<file path="src/hdl/lss_cfg.svh">
// constants of the line controlled set sequencer
`ifndef LSS_CFG_SVH
`define LSS_CFG_SVH

`define LSS_CLK_NS       250
`define LSS_CLK_PS       4000
`define LSS_SETTLE_NS    100
`define LSS_SETTLE_CYC   ((`LSS_SETTLE_NS * 1000 + `LSS_CLK_PS - 1) / `LSS_CLK_PS)
`define LSS_LOAD_CYC     2
`define LSS_TMR_W        8

`define LSS_NSETS        16
`define LSS_IDX_W        4
`define LSS_CNT_W        5
`define LSS_DW           32
`define LSS_AW           8

`define LSS_ADR_CTRL     8'h00
`define LSS_ADR_COUNT    8'h04
`define LSS_ADR_STATUS   8'h08
`define LSS_ADR_ACTIVE   8'h0c
`define LSS_ADR_SAVED    8'h10
`define LSS_SET_REGION   2'h1

`define LSS_CTRL_EN      0
`define LSS_CTRL_ADV_SEL 1
`define LSS_CTRL_RST_EN  2
`define LSS_CTRL_INV1    3
`define LSS_CTRL_INV2    4
`define LSS_CTRL_FALL    5
`define LSS_CTRL_W       6
`define LSS_CTRL_RST     6'h00
`define LSS_COUNT_RST    5'h10
`define LSS_ACTIVE_RST   32'h0000_0000

`define LSS_ST_WAIT_BIT  0
`define LSS_ST_SEQ_BIT   1
`define LSS_ST_IGN_BIT   2
`define LSS_ST_IDX_LSB   4
`define LSS_ST_STATE_LSB 8

`endif

</file>
<file path="src/hdl/lss_pkg.sv">
// types of the line controlled set sequencer
`include "lss_cfg.svh"

package lss_pkg;

    typedef enum logic [1:0] {
        LSS_ST_WAIT   = 2'b00,
        LSS_ST_SETTLE = 2'b01,
        LSS_ST_LOAD   = 2'b10,
        LSS_ST_ACQ    = 2'b11
    } lss_state_type;

    typedef struct packed {
        logic [2:0] stage1;
        logic [2:0] stage2;
    } lss_sync_type;

    typedef struct packed {
        logic [`LSS_CTRL_W-1:0] ctrl;
        logic [`LSS_CNT_W-1:0]  count;
        logic                   ack;
        logic [`LSS_DW-1:0]     dat;
    } lss_wb_type;

    typedef struct packed {
        lss_state_type                          state;
        logic [`LSS_TMR_W-1:0]                  timer;
        logic                                   seq_on;
        logic [`LSS_IDX_W-1:0]                  idx;
        logic [`LSS_DW-1:0]                     active;
        logic [`LSS_DW-1:0]                     saved;
        logic [`LSS_NSETS-1:0][`LSS_DW-1:0]     mem;
        logic                                   trig_d;
        logic [1:0]                             lines_d;
        logic                                   ign;
        logic                                   acq_start;
    } lss_core_type;

endpackage : lss_pkg

</file>
<file path="src/hdl/lss_if.sv">
// register side to sequencer core signals
`timescale 1ns/1ns
`default_nettype none
`include "lss_cfg.svh"

interface lss_if;
    logic [`LSS_CTRL_W-1:0] ctrl;
    logic [`LSS_CNT_W-1:0]  count;
    logic                   act_we;
    logic                   mem_we;
    logic [`LSS_IDX_W-1:0]  mem_addr;
    logic [`LSS_DW-1:0]     wdata;
    logic [`LSS_DW-1:0]     wmask;
    logic                   ign_clr;
    logic [`LSS_DW-1:0]     status;
    logic [`LSS_DW-1:0]     active;
    logic [`LSS_DW-1:0]     saved;

    modport regs (
        output ctrl, count, act_we, mem_we, mem_addr, wdata, wmask, ign_clr,
        input  status, active, saved
    );
    modport core (
        input  ctrl, count, act_we, mem_we, mem_addr, wdata, wmask, ign_clr,
        output status, active, saved
    );
endinterface : lss_if

`default_nettype wire

</file>
<file path="src/hdl/lss_sync.sv">
// two flip-flop synchroniser for the trigger and control pins
`timescale 1ns/1ns
`default_nettype none

module lss_sync (
    input  wire logic       clk,
    input  wire logic       rst_n,
    input  wire logic [2:0] pins,
    output logic      [2:0] pins_s
);
    lss_pkg::lss_sync_type s_r;
    lss_pkg::lss_sync_type s_nxt;

    always_comb
    begin
        s_nxt.stage1 = pins;
        s_nxt.stage2 = s_r.stage1;
    end

    always_ff @(posedge clk or negedge rst_n)
    begin
        if (!rst_n)
            s_r <= '0;
        else
            s_r <= s_nxt;
    end

    assign pins_s = s_r.stage2;
endmodule : lss_sync

`default_nettype wire

</file>
<file path="src/hdl/lss_wb.sv">
// classic wishbone register slave of the sequencer
`timescale 1ns/1ns
`default_nettype none
`include "lss_cfg.svh"

module lss_wb (
    input  wire logic               clk,
    input  wire logic               rst_n,
    input  wire logic               wb_cyc_i,
    input  wire logic               wb_stb_i,
    input  wire logic               wb_we_i,
    input  wire logic [`LSS_AW-1:0] wb_adr_i,
    input  wire logic [3:0]         wb_sel_i,
    input  wire logic [`LSS_DW-1:0] wb_dat_i,
    output logic      [`LSS_DW-1:0] wb_dat_o,
    output logic                    wb_ack_o,
    lss_if.regs                     rif
);
    lss_pkg::lss_wb_type s_r;
    lss_pkg::lss_wb_type s_nxt;
    logic               req;
    logic               wr;
    logic [`LSS_DW-1:0] mask;

    assign req  = wb_cyc_i & wb_stb_i;
    // writes land on the edge where ack is sampled
    assign wr   = req & wb_we_i & s_r.ack;
    assign mask = {{8{wb_sel_i[3]}}, {8{wb_sel_i[2]}}, {8{wb_sel_i[1]}}, {8{wb_sel_i[0]}}};

    always_comb
    begin
        s_nxt     = s_r;
        s_nxt.ack = req & ~s_r.ack;
        s_nxt.dat = '0;
        if (req & ~s_r.ack & ~wb_we_i)
        begin
            unique case (wb_adr_i)
                `LSS_ADR_CTRL:   s_nxt.dat[`LSS_CTRL_W-1:0] = s_r.ctrl;
                `LSS_ADR_COUNT:  s_nxt.dat[`LSS_CNT_W-1:0] = s_r.count;
                `LSS_ADR_STATUS: s_nxt.dat = rif.status;
                `LSS_ADR_ACTIVE: s_nxt.dat = rif.active;
                `LSS_ADR_SAVED:  s_nxt.dat = rif.saved;
                default:         s_nxt.dat = '0;
            endcase
        end
        if (wr && wb_adr_i == `LSS_ADR_CTRL)
            s_nxt.ctrl = (s_r.ctrl & ~mask[`LSS_CTRL_W-1:0])
                       | (wb_dat_i[`LSS_CTRL_W-1:0] & mask[`LSS_CTRL_W-1:0]);
        if (wr && wb_adr_i == `LSS_ADR_COUNT)
            s_nxt.count = (s_r.count & ~mask[`LSS_CNT_W-1:0])
                        | (wb_dat_i[`LSS_CNT_W-1:0] & mask[`LSS_CNT_W-1:0]);
    end

    always_ff @(posedge clk or negedge rst_n)
    begin
        if (!rst_n)
        begin
            s_r       <= '0;
            s_r.ctrl  <= `LSS_CTRL_RST;
            s_r.count <= `LSS_COUNT_RST;
        end
        else
            s_r <= s_nxt;
    end

    assign wb_ack_o     = s_r.ack;
    assign wb_dat_o     = s_r.dat;
    assign rif.ctrl     = s_r.ctrl;
    assign rif.count    = s_r.count;
    assign rif.wdata    = wb_dat_i;
    assign rif.wmask    = mask;
    assign rif.act_we   = wr && wb_adr_i == `LSS_ADR_ACTIVE;
    assign rif.mem_we   = wr && wb_adr_i[7:6] == `LSS_SET_REGION;
    assign rif.mem_addr = wb_adr_i[5:2];
    assign rif.ign_clr  = wr && wb_adr_i == `LSS_ADR_STATUS && wb_dat_i[`LSS_ST_IGN_BIT]
                          && wb_sel_i[0];
endmodule : lss_wb

`default_nettype wire

</file>
<file path="src/hdl/lss_top.sv">
// line controlled parameter set sequencer, top level
`timescale 1ns/1ns
`default_nettype none
`include "lss_cfg.svh"

module lss_top (
    input  wire logic                  ref_clk,
    input  wire logic                  rst_n,
    input  wire logic                  wb_cyc_i,
    input  wire logic                  wb_stb_i,
    input  wire logic                  wb_we_i,
    input  wire logic [`LSS_AW-1:0]    wb_adr_i,
    input  wire logic [3:0]            wb_sel_i,
    input  wire logic [`LSS_DW-1:0]    wb_dat_i,
    output logic      [`LSS_DW-1:0]    wb_dat_o,
    output logic                       wb_ack_o,
    input  wire logic                  frame_trig,
    input  wire logic                  ctl_line1,
    input  wire logic                  ctl_line2,
    input  wire logic                  acq_done,
    output logic                       acq_start,
    output logic      [`LSS_DW-1:0]    active_set,
    output logic      [`LSS_IDX_W-1:0] set_index,
    output logic                       waiting_trig,
    output logic                       seq_active
);
    logic [1:0]            rst_pipe_r;
    logic                  rst_sync_n;
    logic [2:0]            pins_s;
    logic                  trig_s;
    logic [1:0]            lines_s;
    logic [1:0]            asserted;
    logic                  adv_line;
    logic                  rst_line;
    logic                  trig_edge;
    logic                  lines_moved;
    logic [`LSS_IDX_W-1:0] last_idx;
    logic [`LSS_IDX_W-1:0] next_idx;
    logic                  want_on;
    lss_pkg::lss_core_type s_r;
    lss_pkg::lss_core_type s_nxt;

    lss_if rif ();

    // reset release through two flops
    always_ff @(posedge ref_clk or negedge rst_n)
    begin
        if (!rst_n)
            rst_pipe_r <= 2'h0;
        else
            rst_pipe_r <= {rst_pipe_r[0], 1'h1};
    end

    assign rst_sync_n = rst_pipe_r[1];

    lss_sync u_sync (
        .clk    (ref_clk),
        .rst_n  (rst_sync_n),
        .pins   ({ctl_line2, ctl_line1, frame_trig}),
        .pins_s (pins_s)
    );

    lss_wb u_wb (
        .clk      (ref_clk),
        .rst_n    (rst_sync_n),
        .wb_cyc_i (wb_cyc_i),
        .wb_stb_i (wb_stb_i),
        .wb_we_i  (wb_we_i),
        .wb_adr_i (wb_adr_i),
        .wb_sel_i (wb_sel_i),
        .wb_dat_i (wb_dat_i),
        .wb_dat_o (wb_dat_o),
        .wb_ack_o (wb_ack_o),
        .rif      (rif)
    );

    assign trig_s  = pins_s[0];
    assign lines_s = pins_s[2:1];

    // polarity per line
    assign asserted[0] = lines_s[0] ^ rif.ctrl[`LSS_CTRL_INV1];
    assign asserted[1] = lines_s[1] ^ rif.ctrl[`LSS_CTRL_INV2];

    // advance from the selected line, restart from the other one
    assign adv_line = asserted[rif.ctrl[`LSS_CTRL_ADV_SEL]];
    assign rst_line = rif.ctrl[`LSS_CTRL_RST_EN]
                    & asserted[~rif.ctrl[`LSS_CTRL_ADV_SEL]];

    // edge select; default is rising
    assign trig_edge = rif.ctrl[`LSS_CTRL_FALL] ? (s_r.trig_d & ~trig_s)
                                                : (~s_r.trig_d & trig_s);

    assign lines_moved = lines_s != s_r.lines_d;

    // highest legal index from the set count
    always_comb
    begin
        if (rif.count == '0)
            last_idx = '0;
        else if (rif.count >= `LSS_CNT_W'(`LSS_NSETS))
            last_idx = `LSS_IDX_W'(`LSS_NSETS - 1);
        else
            last_idx = `LSS_IDX_W'(rif.count - `LSS_CNT_W'(1));
    end

    // index chosen at a trigger
    always_comb
    begin
        if (rst_line)
            next_idx = '0;
        else if (adv_line && s_r.idx >= last_idx)
            next_idx = '0;
        else if (adv_line)
            next_idx = s_r.idx + `LSS_IDX_W'(1);
        else
            next_idx = s_r.idx;
    end

    assign want_on = rif.ctrl[`LSS_CTRL_EN];

    always_comb
    begin
        s_nxt           = s_r;
        s_nxt.trig_d    = trig_s;
        s_nxt.lines_d   = lines_s;
        s_nxt.acq_start = 1'h0;

        // set storage writes at any time, direct active writes only while the sequencer is off
        if (rif.mem_we)
            s_nxt.mem[rif.mem_addr] = (s_r.mem[rif.mem_addr] & ~rif.wmask)
                                    | (rif.wdata & rif.wmask);
        if (rif.act_we && !s_r.seq_on)
            s_nxt.active = (s_r.active & ~rif.wmask) | (rif.wdata & rif.wmask);

        // sticky ignored-trigger flag, a new one beats the clear
        if (rif.ign_clr)
            s_nxt.ign = 1'h0;
        if (trig_edge && s_r.state != lss_pkg::LSS_ST_WAIT)
            s_nxt.ign = 1'h1;

        unique case (s_r.state)
            lss_pkg::LSS_ST_WAIT:
            begin
                if (want_on && !s_r.seq_on)
                begin
                    // remember prior parameters, start the cycle at set 0
                    s_nxt.saved  = s_r.active;
                    s_nxt.active = s_r.mem[0];
                    s_nxt.idx    = '0;
                    s_nxt.seq_on = 1'h1;
                    s_nxt.state  = lss_pkg::LSS_ST_LOAD;
                    s_nxt.timer  = `LSS_TMR_W'(`LSS_LOAD_CYC);
                end
                else if (!want_on && s_r.seq_on)
                begin
                    s_nxt.active = s_r.saved;
                    s_nxt.seq_on = 1'h0;
                    s_nxt.state  = lss_pkg::LSS_ST_LOAD;
                    s_nxt.timer  = `LSS_TMR_W'(`LSS_LOAD_CYC);
                end
                else if (trig_edge)
                begin
                    if (s_r.seq_on)
                    begin
                        s_nxt.idx    = next_idx;
                        s_nxt.active = s_r.mem[next_idx];
                    end
                    s_nxt.acq_start = 1'h1;
                    s_nxt.state     = lss_pkg::LSS_ST_ACQ;
                end
                else if (lines_moved)
                begin
                    s_nxt.state = lss_pkg::LSS_ST_SETTLE;
                    s_nxt.timer = `LSS_TMR_W'(`LSS_SETTLE_CYC);
                end
            end

            lss_pkg::LSS_ST_SETTLE:
            begin
                // a further change restarts the settle time
                if (lines_moved)
                    s_nxt.timer = `LSS_TMR_W'(`LSS_SETTLE_CYC);
                else if (s_r.timer <= `LSS_TMR_W'(1))
                    s_nxt.state = lss_pkg::LSS_ST_WAIT;
                else
                    s_nxt.timer = s_r.timer - `LSS_TMR_W'(1);
            end

            lss_pkg::LSS_ST_LOAD:
            begin
                if (s_r.timer <= `LSS_TMR_W'(1))
                    s_nxt.state = lss_pkg::LSS_ST_WAIT;
                else
                    s_nxt.timer = s_r.timer - `LSS_TMR_W'(1);
            end

            lss_pkg::LSS_ST_ACQ:
            begin
                if (acq_done)
                begin
                    if (!want_on && s_r.seq_on)
                    begin
                        // disable takes effect once the frame is over
                        s_nxt.active = s_r.saved;
                        s_nxt.seq_on = 1'h0;
                        s_nxt.state  = lss_pkg::LSS_ST_LOAD;
                        s_nxt.timer  = `LSS_TMR_W'(`LSS_LOAD_CYC);
                    end
                    else
                        s_nxt.state = lss_pkg::LSS_ST_WAIT;
                end
            end
        endcase
    end

    always_ff @(posedge ref_clk or negedge rst_sync_n)
    begin
        if (!rst_sync_n)
        begin
            s_r        <= '0;
            s_r.active <= `LSS_ACTIVE_RST;
            s_r.state  <= lss_pkg::LSS_ST_WAIT;
        end
        else
            s_r <= s_nxt;
    end

    // status word towards software
    always_comb
    begin
        rif.status = '0;
        rif.status[`LSS_ST_WAIT_BIT] = s_r.state == lss_pkg::LSS_ST_WAIT;
        rif.status[`LSS_ST_SEQ_BIT]  = s_r.seq_on;
        rif.status[`LSS_ST_IGN_BIT]  = s_r.ign;
        rif.status[`LSS_ST_IDX_LSB +: `LSS_IDX_W] = s_r.idx;
        rif.status[`LSS_ST_STATE_LSB +: 2]        = s_r.state;
    end

    assign rif.active   = s_r.active;
    assign rif.saved    = s_r.saved;

    assign acq_start    = s_r.acq_start;
    assign active_set   = s_r.active;
    assign set_index    = s_r.idx;
    assign waiting_trig = s_r.state == lss_pkg::LSS_ST_WAIT;
    assign seq_active   = s_r.seq_on;
endmodule : lss_top

`default_nettype wire

</file>
<file path="config.mk">
export PLATFORM = sky130hd
export DESIGN_NAME = lss_top
export DESIGN_NICKNAME = d
export VERILOG_FILES = /design/src/hdl/lss_pkg.sv /design/src/hdl/lss_if.sv /design/src/hdl/lss_sync.sv /design/src/hdl/lss_wb.sv /design/src/hdl/lss_top.sv
export VERILOG_INCLUDE_DIRS = /design/src /design/src/hdl
export SDC_FILE = /design/constraint.sdc
export NUM_CORES = 2
export LEC_CHECK = 0
export ABC_CLOCK_PERIOD_IN_PS = 25000
export BUFFER_PORTS_ARGS = -buffer_cell sky130_fd_sc_hd__buf_2
export CAP_MARGIN = 20
export CORE_AREA = 2 2 209 417
export CTS_CLUSTER_SIZE = 30
export DETAILED_ROUTE_END_ITERATION = 6
export DIE_AREA = 0 0 211 419
export PLACE_DENSITY = 0.56
export REMOVE_ABC_BUFFERS = 1
export SLEW_MARGIN = 0
export SYNTH_ARGS = -nofsm -noshare
export SYNTH_HDL_FRONTEND = slang
export SYNTH_SLANG_ARGS = --single-unit
</file>
<file path="constraint.sdc">
create_clock -name ref_clk -period 25 [get_ports ref_clk]
set_input_delay 3.75 -clock ref_clk [delete_from_list [all_inputs] [get_ports ref_clk]]
set_output_delay 3.75 -clock ref_clk [all_outputs]
set_load 0.02 [all_outputs]
</file>
==> impl_results.md <==
- Status: finished, violations left
- Failing checks: DRC
- Max H-tree Level: 3
- Mean number of vias per cell: 5.95
- Critical Path Source Type: input pin
- Hpwl dp: 64.5 mm
- Mean post-synth cell area: 9.81 um2
- Total number of vias: 27000
- Share of layout cells above drive strength 1: 16.1%
- RSZ-0062 raised after global routing: false
- Post-synthesis sequential area ratio: 47.9%
- Period minus WS final: 7130 ps
- Largest net degree at the start of global routing: 170
- Hold Violations, Final: 0
- Syn Std Cell Area: 33900 um2
- Max-cap violation count: 0
- GRT Total Usage: 26.1%
- Comb power frac: 21.8%
- CTS sink count: 648
- TritonCTS clock tree: built
- DR pass1 iterations: 7
- Crit path top cell by count: buf_4
- Core area: 85400 um2
- Final Worst Setup Slack: 17870 ps
- Worst hold path type: reg2reg
- Initial antenna violation count: 0
- Pre-CTS WS: 17270 ps
- Area contributors post-synth: dfrtp_1, mux4_2, a21oi_1
- Vias in the first global route: 26700
- Clock power frac: 35.8%
- Reg clk slew, reported paths: 60 ps
- Setup Crit Path Kind: in2reg
- Critical Path AT: 7590 ps
- Worst Path Max Fanout: 56
- Die Wd: 211 um
- Proportion of power drawn by flip-flops and latches: 42.4%
- First-pass GRT wire length: 173 mm
- Post-route clock period utilization: 28.5%
- Nets: 3477
- Critical path's slowest cell: buf_4
- ANT nets after route: 0
- Syn Inst Count: 3450
- # hold bufs at CTS: 0
- # fillers: 8032
- CP endpoint kind: register
- GR Overflow Total: 0
- Switching Share: 34.3%
- Post-CTS setup buffer count: 0
- Sw power: 0.980 mW
- Flops & latches, synth: 648
- Async S/R FF share, synth: 100%
- Slew HR: 26.6%
- Worst-Margin Slew: 1090 ps
- Post-synth EDFFs: 0
- Total die area: 88400 um2
- Post_cts resized: 0
- CTS Root Cell: clkbuf_16
- Finish-stage setup viols: 0
- Clock Skew: 49.4 ps
- # rows: 152
- Critical Path Max Stage Delay: 830 ps
- Setup_tns: 0 ps
- Total Power: 2.86 mW
- # IOs: 125
- F_max: 140 MHz
- Cell Pwr Density: 76.2 nW/um2
- Final non-filler cell total: 4534
- TritonCTS buffer count: 67
- Crit path cell chain: buf_6 -> buf_4 -> buf_4 -> mux4_2 -> mux4_2 -> mux2i_1 -> buf_4 -> a21oi_1
- Most numerous cell in the Yosys netlist: dfrtp_1
- # diodes: 0
- Post-Route WL: 114 mm
- Placer Congestion: 0.832
- Port bufs: 124
- Yosys warns: 0
- Distinct cells, synth: 60
- Max Slew Vio Count: 0
- Die Y: 419 um
- Commonest cells post-synth: dfrtp_1, nor2_1, a21oi_1
- Number of DRC markers in iteration 0: 2546
- Synth area leader: dfrtp_1
- Routed len/inst: 25.2 um
- Leakage power: 16.1 nW
- DRC: 1
- Synthesis-to-layout area growth: 10.7%
- Clock latency on the worst-skew pair: 650 ps
- Placed cells: 4416
- Int Pwr: 1.88 mW
- Starting Density: 39.6%
- Peak supply drop: 54.8 uV
- Yosys top cell area share: 47.8%
- Clk buf depth: 3
- Worst path required time: 25460 ps
- Ys flop type: dfrtp_1
==> sequential cells by signal, summed over array words and instances (netlist names), named ones only <==
signal	count
s_r	523
active_set	32
rif.saved	32
u_wb.wb_dat_o	32
set_index	4
rif.status	3
u_sync.pins_s	3
u_sync.s_nxt	3
rst_pipe_r	2
acq_start	1
seq_active	1
u_wb.wb_ack_o	1
==> placed cells by master (no fill, tap or decap), types with 4 or more instances in the layout <==
master     synthesis  layout
dfrtp_1          647     646
nor2_1           590     577
a21oi_1          554     554
nand2_1          416     410
mux2i_1          224     224
mux4_2           160     160
nand3_1          129     129
buf_2             77     121
buf_4             36      80
clkbuf_16          0      69
o21ai_0           59      59
a22oi_1           56      56
mux2_2            41      41
o22ai_1           31      31
o31ai_1           31      31
o2111ai_1         30      30
clkbuf_1         187      18
ha_1              17      16
inv_1             15      15
clkbuf_8           0      15
nor2_4             0      13
a222oi_1          10      10
nor2b_1           10       8
nand2b_1           9       8
a21boi_0           7       7
clkinv_2           0       7
nor3_1             9       6
xor2_1             5       5
and2_1             7       5
a2111oi_0          5       5
nand2_2            0       5
a211oi_1           4       4
o211ai_1           4       4
nor4_1             7       4
nand4_1            4       4
buf_6              1       4
==> final timing paths <==
| check | slack (ps) | end | start | cells past startpoint |
|---|---|---|---|---|
| worst max-delay path | 17870 | s_r[79]$_DFFE_PN0P_ | wb_adr_i[3] | 8 |
| min in group asynchronous | 390 | s_r[182]$_DFFE_PN0P_ | rst_pipe_r[1]$_DFF_PN0_ | 0 |
| worst min register to register | 340 | u_sync.pins_s[2]$_DFF_PN0_ | u_sync.s_nxt[2]$_DFF_PN0_ | 0 |
| max in group asynchronous | 21580 | s_r[372]$_DFFE_PN0P_ | rst_pipe_r[1]$_DFF_PN0_ | 3 |
| worst max register to register | 19250 | active_set[12]$_DFF_PN0_ | register | 16 |
| worst min-delay path | 340 | u_sync.pins_s[2]$_DFF_PN0_ | u_sync.s_nxt[2]$_DFF_PN0_ | 0 |
==> layout make-up <==
type                       count  area, um2  share of cell area (%)
clock buffer                 102       2000                    5.34
clock inverter                16        193                   0.514
inverter                      15       56.3                   0.150
multi-input combinational   2466      16300                    43.6
sequential                   648      16200                    43.3
tap                         1078       1350                    3.60
timing repair buffer         209       1330                    3.54
==> through the flow <==
step	hold WS (ps)	util [%]	cell area, um2
2_1_floorplan	331	-	32400
3_3_place_gp	339	41.2	35200
3_5_place_dp	338	41.3	35300
4_1_cts	348	43.9	37500
5_1_grt	340	43.9	37500
6_report	344	43.9	37500
==> cells by family (layout without fill, tap and decap cells) <==
family | after synthesis | in the layout | synth area share (%)
and+or+nand+nor | 1196 | 1196 | 14.3
AOI/OAI and AO/OA | 817 | 817 | 13.7
DFF | 648 | 648 | 47.9
muxes | 427 | 427 | 18.7
buffers and inverters | 336 | 342 | 4.43
adders and majority gates | 17 | 17 | 0.628
xor gates and xnor gates | 8 | 8 | 0.207
other | 1 | 1 | 0.0111
==> worst max-delay path, delay by kind of cell <==
family	cells	cell delay (ps)
buf+inv	4	2200
compound gates	1	70
mux	3	1490
==> power groups by stage <==
| stage | clock network (mW) | registers [mW] | logic (mW) |
|---|---|---|---|
| final | 1.02 | 1.21 | 0.624 |
| after global routing | 1.08 | 1.22 | 0.660 |
| after CTS | 1.04 | 1.21 | 0.614 |
| after detailed placement | 0 | 1.22 | 0.612 |
| after global placement | 0 | 1.22 | 0.603 |
| after floorplan | 0 | 1.23 | 0.311 |
==> per-layer routing <==
layer / share of wire (%) / GRT usage (%) / vias up
met5: 0 / 0 / -
li1: - / - / 12100
met3: 7.2 / 4.21 / 256
met4: 4.1 / 11.0 / 0
met1: 42 / 35.0 / 13400
met2: 47 / 41.9 / 1195
No activity file was read; power rests on OpenSTA's default activity.
